File: config.mk
export PLATFORM = sky130hd
export DESIGN_NAME = matc_ctrl
export DESIGN_NICKNAME = d
export VERILOG_FILES = /design/src/matc_pkg.sv /design/src/matc_ctrl.sv
export SDC_FILE = /design/constraint.sdc
export NUM_CORES = 1
export LEC_CHECK = 0
export BUFFER_PORTS_ARGS = -buffer_cell sky130_fd_sc_hd__buf_2
export CORE_ASPECT_RATIO = 0.75
export CORE_MARGIN = 2
export CORE_UTILIZATION = 50
export DETAILED_ROUTE_END_ITERATION = 16
export PLACE_DENSITY = 0.8
export SLEW_MARGIN = 20
export SYNTH_ARGS = -nofsm -noshare
export SYNTH_HDL_FRONTEND = slang
export SYNTH_SLANG_ARGS = --single-unit
File: constraint.sdc
create_clock -name core_clk_i -period 2.3 [get_ports core_clk_i]
set_clock_uncertainty 0.15 [all_clocks]
set_input_delay 0.46 -clock core_clk_i [delete_from_list [all_inputs] [get_ports core_clk_i]]
set_output_delay 0.46 -clock core_clk_i [all_outputs]
set_load 0.01 [all_outputs]
File: src/matc_pkg.sv
package matc_pkg;
  // register byte addresses on the plain register port
  localparam logic [15:0] ADDR_FILTER_CTRL = 16'ha004;
  localparam logic [15:0] ADDR_TX_CTRL = 16'ha008;
  localparam logic [15:0] ADDR_TX_STATUS = 16'ha00c;

  // reset values
  localparam logic [4:0] FILTER_CTRL_RST = 5'h00;
  localparam logic [14:0] TX_CTRL_RST = 15'h0000;
  localparam logic [15:0] TX_STATUS_RST = 16'h0000;

  // address_filter_control fields
  localparam int FC_UNICAST_ACCEPT = 0;
  localparam int FC_MULTICAST_ACCEPT = 1;
  localparam int FC_ALL_ONES_ACCEPT = 2;
  localparam int FC_FILTER_INVERT = 3;
  localparam int FC_LOOKUP_COMPARE_ON = 4;
  localparam int FC_WIDTH = 5;

  // transmit_control fields
  localparam int TC_SEND_ALLOW = 0;
  localparam int TC_SEND_STOP_AFTER_FRAME = 1;
  localparam int TC_PAD_SUPPRESS = 2;
  localparam int TC_FCS_SUPPRESS = 3;
  localparam int TC_QUICK_BACKOFF = 4;
  localparam int TC_DEFERRAL_COUNTER_OFF = 5;
  localparam int TC_CONTROL_FRAME_SEND = 6;
  localparam int TC_HEARTBEAT_TEST_MODE = 7;
  localparam int TC_IRQ_FIFO_STARVE = 8;
  localparam int TC_IRQ_LONG_DEFERRAL = 9;
  localparam int TC_IRQ_CARRIER_MISSING = 10;
  localparam int TC_IRQ_TOO_MANY_COLLISIONS = 11;
  localparam int TC_IRQ_COLLISION_LATE = 12;
  localparam int TC_IRQ_FIFO_PARITY = 13;
  localparam int TC_IRQ_FRAME_DONE = 14;
  localparam int TC_WIDTH = 15;

  // transmit_status fields
  localparam int TS_COLL_COUNT_LSB = 0;
  localparam int TS_TOO_MANY_COLLISIONS = 4;
  localparam int TS_FRAME_IRQ = 7;
  localparam int TS_FIFO_STARVE = 8;
  localparam int TS_LONG_DEFERRAL = 9;
  localparam int TS_CARRIER_MISSING = 10;
  localparam int TS_COLLISION_LATE = 12;
  localparam int TS_FIFO_PARITY = 13;
  localparam int TS_FRAME_DONE = 14;
  localparam int TS_SEND_HALTED = 15;
  localparam int TS_WIDTH = 16;

  // timing: clock period and line limits
  localparam real CLK_PERIOD_NS = 10.0;
  localparam real MAX_DEFER_100M_MS = 0.32768;
  localparam real MAX_DEFER_10M_MS = 3.2768;
  localparam int MAX_DEFER_100M_CYC = int'($floor(MAX_DEFER_100M_MS * 1.0e6 / CLK_PERIOD_NS));
  localparam int MAX_DEFER_10M_CYC = int'($floor(MAX_DEFER_10M_MS * 1.0e6 / CLK_PERIOD_NS));
  localparam logic [4:0] MAX_COLLISIONS = 5'd16;
  localparam logic [6:0] SLOT_BYTES = 7'd64;
endpackage : matc_pkg

File: src/matc_ctrl.sv
// Chosen here: the strobed register port.
`timescale 1ns/1ps
// Behaviour
// unicast_accept set: accept every frame with a station destination address.
// multicast_accept set: accept every frame with a group destination address.
// all_ones_accept set: accept every broadcast-addressed frame.
// filter_invert flips CAM sense: matched rejected, unmatched accepted.
// destination compared against CAM only while lookup_compare_on is set.
// send allowed only with send_allow; clearing it aborts the frame at once.
// send_stop_after_frame: finish the current frame, then start no more.
// short frames padded to 64 bytes unless pad_suppress is set.
// fcs_suppress set: no frame check sequence appended.
// quick_backoff set: shortened test back-off intervals used.
// deferral_counter_off set: the defer counter is disabled.
// writing control_frame_send one requests a pause or control frame.
// control_frame_send self-clears after the frame; writing zero does nothing.
// heartbeat_test_mode set: SQE test mode for 10 Mb/s MII.
// irq_fifo_starve: interrupt on FIFO running empty mid-frame.
// irq_long_deferral: interrupt after max deferral, 0.32768 or 3.2768 ms.
// irq_carrier_missing: interrupt if no carrier during a whole frame.
// irq_too_many_collisions: interrupt on 16 collisions in one frame.
// irq_collision_late: interrupt on collision after 64 byte times.
// irq_fifo_parity: interrupt on transmit FIFO parity error.
// irq_frame_done: interrupt for every frame sent or discarded.
// software wanting per-frame interrupts sets completion and all error enables.
// even first byte is station; odd non-broadcast is group address.
// each event sets its status flag; interrupt only when enabled.
// parity error sets its flag and, when enabled, clears send_allow.
// compare disabled means no frame counts as CAM-recognised.
// reserved control bits read zero and writes to them are ignored.
module matc_ctrl import matc_pkg::*; #(
  parameter int DEFER_100M_CYCLES = MAX_DEFER_100M_CYC,
  parameter int DEFER_10M_CYCLES = MAX_DEFER_10M_CYC
) (
  // clock and reset
  input wire logic core_clk_i,
  input wire logic sys_rst_i,
  // register port
  input wire logic [15:0] reg_addr_i,
  input wire logic [31:0] reg_wdata_i,
  input wire logic reg_wr_i,
  input wire logic reg_rd_i,
  output logic [31:0] reg_rdata_o,
  // receive address filter
  input wire logic rx_dest_valid_i,
  input wire logic [47:0] rx_dest_addr_i,
  input wire logic cam_hit_i,
  output logic rx_decision_valid_o,
  output logic rx_accept_o,
  output logic cam_compare_o,
  // transmit engine handshake
  input wire logic tx_pending_i,
  input wire logic tx_busy_i,
  input wire logic tx_byte_i,
  input wire logic tx_fifo_empty_i,
  input wire logic tx_fifo_parity_i,
  input wire logic tx_frame_done_i,
  input wire logic tx_ctl_frame_done_i,
  input wire logic speed_10m_i,
  // line pins (asynchronous)
  input wire logic carrier_present_i,
  input wire logic collision_i,
  // transmit engine controls
  output logic tx_start_ok_o,
  output logic tx_abort_o,
  output logic pad_suppress_o,
  output logic fcs_suppress_o,
  output logic quick_backoff_o,
  output logic heartbeat_test_mode_o,
  output logic control_frame_req_o,
  output logic excess_abort_o,
  output logic tx_irq_o
);

  // software-visible registers
  logic [FC_WIDTH-1:0] filter_ctrl;
  logic [TC_WIDTH-1:0] tx_ctrl;
  logic [TS_WIDTH-1:0] tx_status;

  // line pin synchronisers and collision edge
  logic crs_meta;
  logic crs_sync;
  logic col_meta;
  logic col_sync;
  logic col_prev;
  logic col_pulse;

  // per-frame tracking, cleared at every frame end
  logic [4:0] coll_cnt;
  logic [6:0] byte_cnt;
  logic carrier_seen;

  // deferral timer
  logic [18:0] defer_cnt;
  logic [18:0] defer_limit;
  logic defer_hit;
  logic defer_fired;

  // event strobes of the current cycle
  logic ev_starve;
  logic ev_excess;
  logic ev_late;
  logic ev_nocarr;
  logic ev_parity;
  logic any_irq_event;

  // status update masks
  logic [TS_WIDTH-1:0] set_mask;
  logic [TS_WIDTH-1:0] clr_mask;
  logic [TS_WIDTH-1:0] next_tx_status;

  // register write decode
  logic wr_filter;
  logic wr_tx_ctrl;
  logic wr_tx_status;

  // destination class of the frame under test
  logic is_broadcast;
  logic is_group;
  logic is_station;
  logic cam_recognised;

  assign wr_filter = reg_wr_i && (reg_addr_i == ADDR_FILTER_CTRL);
  assign wr_tx_ctrl = reg_wr_i && (reg_addr_i == ADDR_TX_CTRL);
  assign wr_tx_status = reg_wr_i && (reg_addr_i == ADDR_TX_STATUS);

  // two-flop synchronisers for the line pins; only the second flop is used
  // col_prev trails col_sync so a jam held many cycles is counted once
  always_ff @(posedge core_clk_i) begin
    if (sys_rst_i) begin
      crs_meta <= 1'b0;
      crs_sync <= 1'b0;
      col_meta <= 1'b0;
      col_sync <= 1'b0;
      col_prev <= 1'b0;
    end else begin
      crs_meta <= carrier_present_i;
      crs_sync <= crs_meta;
      col_meta <= collision_i;
      col_sync <= col_meta;
      col_prev <= col_sync;
    end
  end

  // one count per collision burst, not per cycle it stands
  assign col_pulse = col_sync && !col_prev;

  // address filter control; only the five defined bits are stored
  // reserved bits have no flop, so they cannot alter behaviour
  always_ff @(posedge core_clk_i) begin
    if (sys_rst_i) begin
      filter_ctrl <= FILTER_CTRL_RST;
    end else if (wr_filter) begin
      filter_ctrl <= reg_wdata_i[FC_WIDTH-1:0];
    end
  end

  // destination class: group bit is the lsb of the first byte on the wire
  assign is_broadcast = &rx_dest_addr_i;
  assign is_group = rx_dest_addr_i[40] && !is_broadcast;
  assign is_station = !rx_dest_addr_i[40];
  // with compare off nothing is recognised, so the CAM term reduces to filter_invert alone
  assign cam_recognised = filter_ctrl[FC_LOOKUP_COMPARE_ON] && cam_hit_i;

  // registered accept decision, one cycle after the destination strobe
  always_ff @(posedge core_clk_i) begin
    if (sys_rst_i) begin
      rx_decision_valid_o <= 1'b0;
      rx_accept_o <= 1'b0;
    end else begin
      rx_decision_valid_o <= rx_dest_valid_i;
      if (rx_dest_valid_i) begin
        rx_accept_o <= (cam_recognised ^ filter_ctrl[FC_FILTER_INVERT])
          || (is_station && filter_ctrl[FC_UNICAST_ACCEPT])
          || (is_group && filter_ctrl[FC_MULTICAST_ACCEPT])
          || (is_broadcast && filter_ctrl[FC_ALL_ONES_ACCEPT]);
      end
    end
  end

  // tell the CAM whether to look up at all
  always_ff @(posedge core_clk_i) begin
    if (sys_rst_i) begin
      cam_compare_o <= 1'b0;
    end else begin
      cam_compare_o <= filter_ctrl[FC_LOOKUP_COMPARE_ON];
    end
  end

  // transmit control; send request bit is set-only from software
  // limitation: software cannot withdraw a control frame request once made
  always_ff @(posedge core_clk_i) begin
    if (sys_rst_i) begin
      tx_ctrl <= TX_CTRL_RST;
    end else begin
      if (wr_tx_ctrl) begin
        tx_ctrl[TC_CONTROL_FRAME_SEND-1:0] <= reg_wdata_i[TC_CONTROL_FRAME_SEND-1:0];
        tx_ctrl[TC_WIDTH-1:TC_CONTROL_FRAME_SEND+1] <=
          reg_wdata_i[TC_WIDTH-1:TC_CONTROL_FRAME_SEND+1];
      end
      // a new request in the same cycle as completion is kept
      if (wr_tx_ctrl && reg_wdata_i[TC_CONTROL_FRAME_SEND]) begin
        tx_ctrl[TC_CONTROL_FRAME_SEND] <= 1'b1;
      end else if (tx_ctl_frame_done_i) begin
        tx_ctrl[TC_CONTROL_FRAME_SEND] <= 1'b0;
      end
      // parity shutdown beats a simultaneous software enable for safety
      if (ev_parity && tx_ctrl[TC_IRQ_FIFO_PARITY]) begin
        tx_ctrl[TC_SEND_ALLOW] <= 1'b0;
      end
    end
  end

  // start permission and immediate abort for the transmit engine
  // abort stands for as long as the engine stays busy with send_allow low
  always_ff @(posedge core_clk_i) begin
    if (sys_rst_i) begin
      tx_start_ok_o <= 1'b0;
      tx_abort_o <= 1'b0;
    end else begin
      // halt only blocks new starts, so the frame in flight completes
      tx_start_ok_o <= tx_ctrl[TC_SEND_ALLOW]
        && !tx_ctrl[TC_SEND_STOP_AFTER_FRAME];
      tx_abort_o <= tx_busy_i && !tx_ctrl[TC_SEND_ALLOW];
    end
  end

  // static mode bits and the control frame request passed to the transmit engine
  always_ff @(posedge core_clk_i) begin
    if (sys_rst_i) begin
      pad_suppress_o <= 1'b0;
      fcs_suppress_o <= 1'b0;
      quick_backoff_o <= 1'b0;
      heartbeat_test_mode_o <= 1'b0;
      control_frame_req_o <= 1'b0;
    end else begin
      pad_suppress_o <= tx_ctrl[TC_PAD_SUPPRESS];
      fcs_suppress_o <= tx_ctrl[TC_FCS_SUPPRESS];
      quick_backoff_o <= tx_ctrl[TC_QUICK_BACKOFF];
      heartbeat_test_mode_o <= tx_ctrl[TC_HEARTBEAT_TEST_MODE];
      control_frame_req_o <= tx_ctrl[TC_CONTROL_FRAME_SEND];
    end
  end

  // per-frame tracking: collisions, bytes sent and carrier seen
  // frame end has priority so the next frame never inherits old counts
  always_ff @(posedge core_clk_i) begin
    if (sys_rst_i) begin
      coll_cnt <= 5'h00;
      byte_cnt <= 7'h00;
      carrier_seen <= 1'b0;
    end else if (tx_frame_done_i) begin
      coll_cnt <= 5'h00;
      byte_cnt <= 7'h00;
      carrier_seen <= 1'b0;
    end else begin
      if (col_pulse && tx_busy_i && coll_cnt != MAX_COLLISIONS) begin
        coll_cnt <= coll_cnt + 5'h01;
      end
      // saturate: only "past the slot" matters
      if (tx_busy_i && tx_byte_i && byte_cnt != SLOT_BYTES) begin
        byte_cnt <= byte_cnt + 7'h01;
      end
      if (tx_busy_i && crs_sync) begin
        carrier_seen <= 1'b1;
      end
    end
  end

  // abort request once the sixteenth collision is counted
  always_ff @(posedge core_clk_i) begin
    if (sys_rst_i) begin
      excess_abort_o <= 1'b0;
    end else begin
      excess_abort_o <= ev_excess;
    end
  end

  // defer counter runs while a frame waits behind carrier
  // limits are parameters so a bench can run with very short spans
  assign defer_limit = speed_10m_i ? DEFER_10M_CYCLES[18:0] : DEFER_100M_CYCLES[18:0];
  assign defer_hit = (defer_cnt == defer_limit - 19'h00001) && !defer_fired;

  always_ff @(posedge core_clk_i) begin
    if (sys_rst_i) begin
      defer_cnt <= 19'h00000;
      defer_fired <= 1'b0;
    end else if (tx_ctrl[TC_DEFERRAL_COUNTER_OFF] || !crs_sync || !tx_pending_i) begin
      defer_cnt <= 19'h00000;
      defer_fired <= 1'b0;
    end else if (defer_hit) begin
      defer_fired <= 1'b1; // one event per deferral episode
    end else if (!defer_fired) begin
      defer_cnt <= defer_cnt + 19'h00001;
    end
  end

  // transmit events
  // underrun is reported in every cycle the fifo stays empty mid-frame
  assign ev_starve = tx_busy_i && tx_fifo_empty_i;
  assign ev_excess = col_pulse && tx_busy_i && (coll_cnt == MAX_COLLISIONS - 5'h01);
  assign ev_late = col_pulse && tx_busy_i && (byte_cnt == SLOT_BYTES);
  assign ev_nocarr = tx_frame_done_i && !carrier_seen && !crs_sync;
  assign ev_parity = tx_fifo_parity_i;

  // interrupt only for events whose enable is set
  assign any_irq_event = (ev_starve && tx_ctrl[TC_IRQ_FIFO_STARVE])
    || (defer_hit && tx_ctrl[TC_IRQ_LONG_DEFERRAL])
    || (ev_nocarr && tx_ctrl[TC_IRQ_CARRIER_MISSING])
    || (ev_excess && tx_ctrl[TC_IRQ_TOO_MANY_COLLISIONS])
    || (ev_late && tx_ctrl[TC_IRQ_COLLISION_LATE])
    || (ev_parity && tx_ctrl[TC_IRQ_FIFO_PARITY])
    || (tx_frame_done_i && tx_ctrl[TC_IRQ_FRAME_DONE]);

  // sticky status: hardware set wins over a write-one clear
  // bits 3:0 are read-only; software clears only the event flags above them
  always_comb begin
    set_mask = '0;
    set_mask[TS_TOO_MANY_COLLISIONS] = ev_excess;
    set_mask[TS_FRAME_IRQ] = any_irq_event;
    set_mask[TS_FIFO_STARVE] = ev_starve;
    set_mask[TS_LONG_DEFERRAL] = defer_hit;
    set_mask[TS_CARRIER_MISSING] = ev_nocarr;
    set_mask[TS_COLLISION_LATE] = ev_late;
    set_mask[TS_FIFO_PARITY] = ev_parity;
    set_mask[TS_FRAME_DONE] = tx_frame_done_i;
    set_mask[TS_SEND_HALTED] = tx_busy_i && !tx_ctrl[TC_SEND_ALLOW];
    clr_mask = wr_tx_status ? reg_wdata_i[TS_WIDTH-1:0] : '0;
    clr_mask[TS_TOO_MANY_COLLISIONS-1:TS_COLL_COUNT_LSB] = 4'h0;
    next_tx_status = (tx_status & ~clr_mask) | set_mask;
    // count field: collisions of the finished frame, zero when excessive
    if (tx_frame_done_i) begin
      next_tx_status[TS_TOO_MANY_COLLISIONS-1:TS_COLL_COUNT_LSB] =
        (coll_cnt == MAX_COLLISIONS) ? 4'h0 : coll_cnt[3:0];
    end
  end

  always_ff @(posedge core_clk_i) begin
    if (sys_rst_i) begin
      tx_status <= TX_STATUS_RST;
    end else begin
      tx_status <= next_tx_status;
    end
  end

  // interrupt line: any flagged event whose enable is on
  // enable bit 11 guards the excess flag, which sits at status bit 4
  always_ff @(posedge core_clk_i) begin
    if (sys_rst_i) begin
      tx_irq_o <= 1'b0;
    end else begin
      tx_irq_o <= |(next_tx_status[TS_WIDTH-2:TS_FIFO_STARVE]
        & tx_ctrl[TC_WIDTH-1:TC_IRQ_FIFO_STARVE]
        & {1'b1, 1'b1, 1'b1, 1'b0, 1'b1, 1'b1, 1'b1})
        | (next_tx_status[TS_TOO_MANY_COLLISIONS] && tx_ctrl[TC_IRQ_TOO_MANY_COLLISIONS]);
    end
  end

  // read data one cycle after the strobe; unmapped reads give zero
  // returning zero between reads keeps stale data off the port
  always_ff @(posedge core_clk_i) begin
    if (sys_rst_i) begin
      reg_rdata_o <= 32'h0000_0000;
    end else if (reg_rd_i) begin
      unique case (reg_addr_i)
        ADDR_FILTER_CTRL: reg_rdata_o <= {{(32-FC_WIDTH){1'b0}}, filter_ctrl};
        ADDR_TX_CTRL: reg_rdata_o <= {{(32-TC_WIDTH){1'b0}}, tx_ctrl};
        ADDR_TX_STATUS: reg_rdata_o <= {{(32-TS_WIDTH){1'b0}}, tx_status};
        default: reg_rdata_o <= 32'h0000_0000;
      endcase
    end else begin
      reg_rdata_o <= 32'h0000_0000;
    end
  end

endmodule : matc_ctrl

==> impl_metrics.ini <==
[outcome]
outcome = finished clean

[finish]
ff_latch_area_sq_um = 2042
final.fill_count = 737
finish.net_count = 754
area_growth_pct = 22.13
n_antenna_cell = 0
drive_above_1_share_pct = 27.46
multi_input_area_sq_um = 2276

[global_route]
gr-total-overflow = 0
grt_max_degree = 47
track_usage_pct = 23.71
antenna_found_initial = 1
grt_pass1_wl_um = 18400
grt_pass1_vias = 3892

[clock_tree]
ctsHoldBuffers = 0
cts_max_level = 3
post_cts_resized = 0
insertion_delay_ns = 0.35
post_cts_buffers = 0
cts.sinks = 102
cts_tree = built
cts-root-buf = clkbuf_16
cts_buffers = 9
path_clk_slew_ns = 0.07
clockBufferDepth = 2

[floorplanning]
fp.dieH_um = 86.33
die_w_um = 113.8
die_area_sq_um = 9821
io_pins = 156
core_region_area_sq_um = 8896
initial_utilization_pct = 50.79
rows = 30

[logic_synthesis]
synth_area_sq_um = 4518
ys_types = 54
synthFlopType = dfxtp_1
ys_ff_latch = 102
synth_area_leaders = dfxtp_1 45%, nor2_1 4.8%, nand2_1 4.3%
synth_edf_count = 0
syn-mean-instance-area_sq_um = 8.876
synth_largest_area_cell = dfxtp_1
ys_warn_count = 0
synth-async-reset-ratio_pct = 0
netlist.area_leader.share_pct = 45.20
syn_inst = 509
ys_seq_area_share_pct = 45.20

[placed_design]
globalplace.congestion = 0.8089
dpl.hpwl_um = 8436
io_buffer_count = 123

[routing]
ant_nets = 0
dr.pass1.iters = 7
viasPerCell = 5.519
wirelength_um = 11470
wl_per_cell_um = 15.23
drc = 0
num_vias = 4156
first_iter_violations = 300

[pwr]
p_sw_uw = 820.9
power.internal_uw = 2623
p_total_uw = 3444
irDropWorstVdd_mv = 0.3127
combPwrFrac_pct = 6.1
p_clk_share_pct = 42.0
seqPwrFrac_pct = 51.9
cellPowerDensity_nw_per_um2 = 624.1
sw_frac_of_total_pct = 23.84
power_leakage_uw = 0.002229

[worst_hold_path]
hold_path.class = input pin to register

[worst_setup_path]
worst_path_max_delay_cell = and4_1
crit_path_max_fanout = 10
critPathRequiredTime_ns = 2.42
worstSetupPathType = input pin to register
max_stage_delay_ns = 0.49
worstPathCellList = buf_2 > nor4b_1 > and4_1 > buf_4 > nand4_2 > nor2_1
end_kind = register
start_kind = input pin
worstPathArrival_ns = 2.11

[timing]
max_freq_ghz = 0.5028
worst_slew_pin_slew_ns = 0.5376
period_share_pct = 86.46
maxSlewViolCount = 0
finalHoldViolations = 0
holdWs_ns = 0.1631
rsz0062_at_grt = no
slew-limit-headroom_pct = 64.12
post-route-min-period_ns = 1.989
setup_viol = 0

[flow_run]
drv_cap = 0
==> logic make-up after synthesis <==
kind of cell               share of synthesized area (%)
and+or+nand+nor                                    25.67
DFF                                                45.20
AOI/OAI and AO/OA                                  13.02
buffers and inverters                              5.677
muxes                                              5.206
xor gates and xnor gates                           3.489
adders and majority gates                          1.662
other                                            0.08300
==> Yosys cell counts, types with 2 or more instances <==
master     number
ha_1            6
a21oi_1        28
or4_1           2
a31oi_1        10
dfxtp_1       102
a22oi_1         7
xor2_1          8
nor4b_2         2
and2_1          5
a21oi_2        10
o21ai_1         7
buf_4          17
and3_1          9
xnor2_1        10
clkbuf_1       13
nor4b_1         3
nand2_1        52
nor2b_1        18
a41oi_1         2
o21ai_0         6
buf_2           4
inv_1          10
nor3_1          2
nor2_1         58
nand4b_1        3
nor3b_1         4
or3_1           8
buf_1           2
mux2_2          4
o31ai_1         2
nand4_1        20
mux2i_1        19
and4_1          2
a211oi_1        3
nand3_1        27
o2111ai_1       2
a221oi_1        2
nor4_1          4
==> power groups by stage <==
stage          Sequential, uW  Combinational (uW)  Clock (uW)
2_1_floorplan            1830                 110           0
3_3_place_gp             1830                 200           0
3_5_place_dp             1830                 206           0
4_1_cts                  1790                 207        1460
5_1_grt                  1790                 229        1540
6_report                 1790                 210        1450
==> final timing paths <==
| kind | endpoint | slack (ns) | startpoint | cells after the start |
|---|---|---|---|---|
| worst max-delay path | reg_rdata_o[6] | 0.31 | reg_addr_i[6] | 6 |
| worst min-delay path | col_meta | 0.16 | collision_i | 2 |
| worst max register to register | defer_cnt[18] | 0.31 | defer_cnt[0] | 6 |
| worst min register to register | tx_status[11] | 0.29 | tx_status[11] | 2 |
==> flip-flops by register name, indices dropped and copies added (netlist names), 5 cells and up <==
signal	flops
byte_cnt	7
coll_cnt	5
defer_cnt	19
filter_ctrl	5
reg_rdata_o	16
tx_ctrl	15
tx_status	16
==> critical path: cells and delay by family <==
family | cells | cell delay, ns
buffers and inverters | 2 | 0.30
and+or+nand+nor | 4 | 1.35
==> area by class of cell <==
class	instances	area share [%]
multi-input combinational	375	41.25
clock buffer	9	4.082
inverter	10	0.6803
sequential	102	37.01
tap	112	2.540
clock inverter	7	1.020
timing repair buffer	138	13.42
==> cell usage in the layout, fill, tap and decap left out, types with 7 or more instances in the layout <==
cell type | netlist | layout
nor2b_1 | 18 | 18
nor2_1 | 58 | 58
nand3_1 | 27 | 27
clkbuf_16 | 0 | 9
a21oi_1 | 28 | 28
mux2i_1 | 19 | 19
and3_1 | 9 | 9
nand4_1 | 20 | 20
or3_1 | 8 | 8
inv_1 | 10 | 10
buf_2 | 4 | 123
a22oi_1 | 7 | 7
o21ai_1 | 7 | 7
dfxtp_1 | 102 | 102
buf_4 | 17 | 14
conb_1 | 1 | 16
a21oi_2 | 10 | 10
a31oi_1 | 10 | 10
nand2_1 | 52 | 52
xnor2_1 | 10 | 10
xor2_1 | 8 | 8
==> layer usage <==
| metal | track usage (%) | vias to the layer above | routed length, um |
|---|---|---|---|
| met5 | 0 | - | 13 |
| met4 | 7.428 | 2 | 155 |
| met3 | 6.084 | 14 | 920 |
| met2 | 37.94 | 190 | 5233 |
| met1 | 31.77 | 1926 | 5147 |
| li1 | - | 2024 | - |
==> metrics by stage <==
step                setup TNS (ns)  cells  instance area, sq um  utilization [%]  worst slack [ns]
floorplan                        0    524                  4574                -            0.3360
global placement                 0    737                  5236            58.86           0.04158
detailed placement       -0.007538    737                  5236            58.86         -0.007538
finish                           0    753                  5518            62.03            0.3113
global route                     0    753                  5518            62.03            0.1694
CTS                              0    753                  5518            62.03            0.3198
Power figures use the tool's default switching activity.
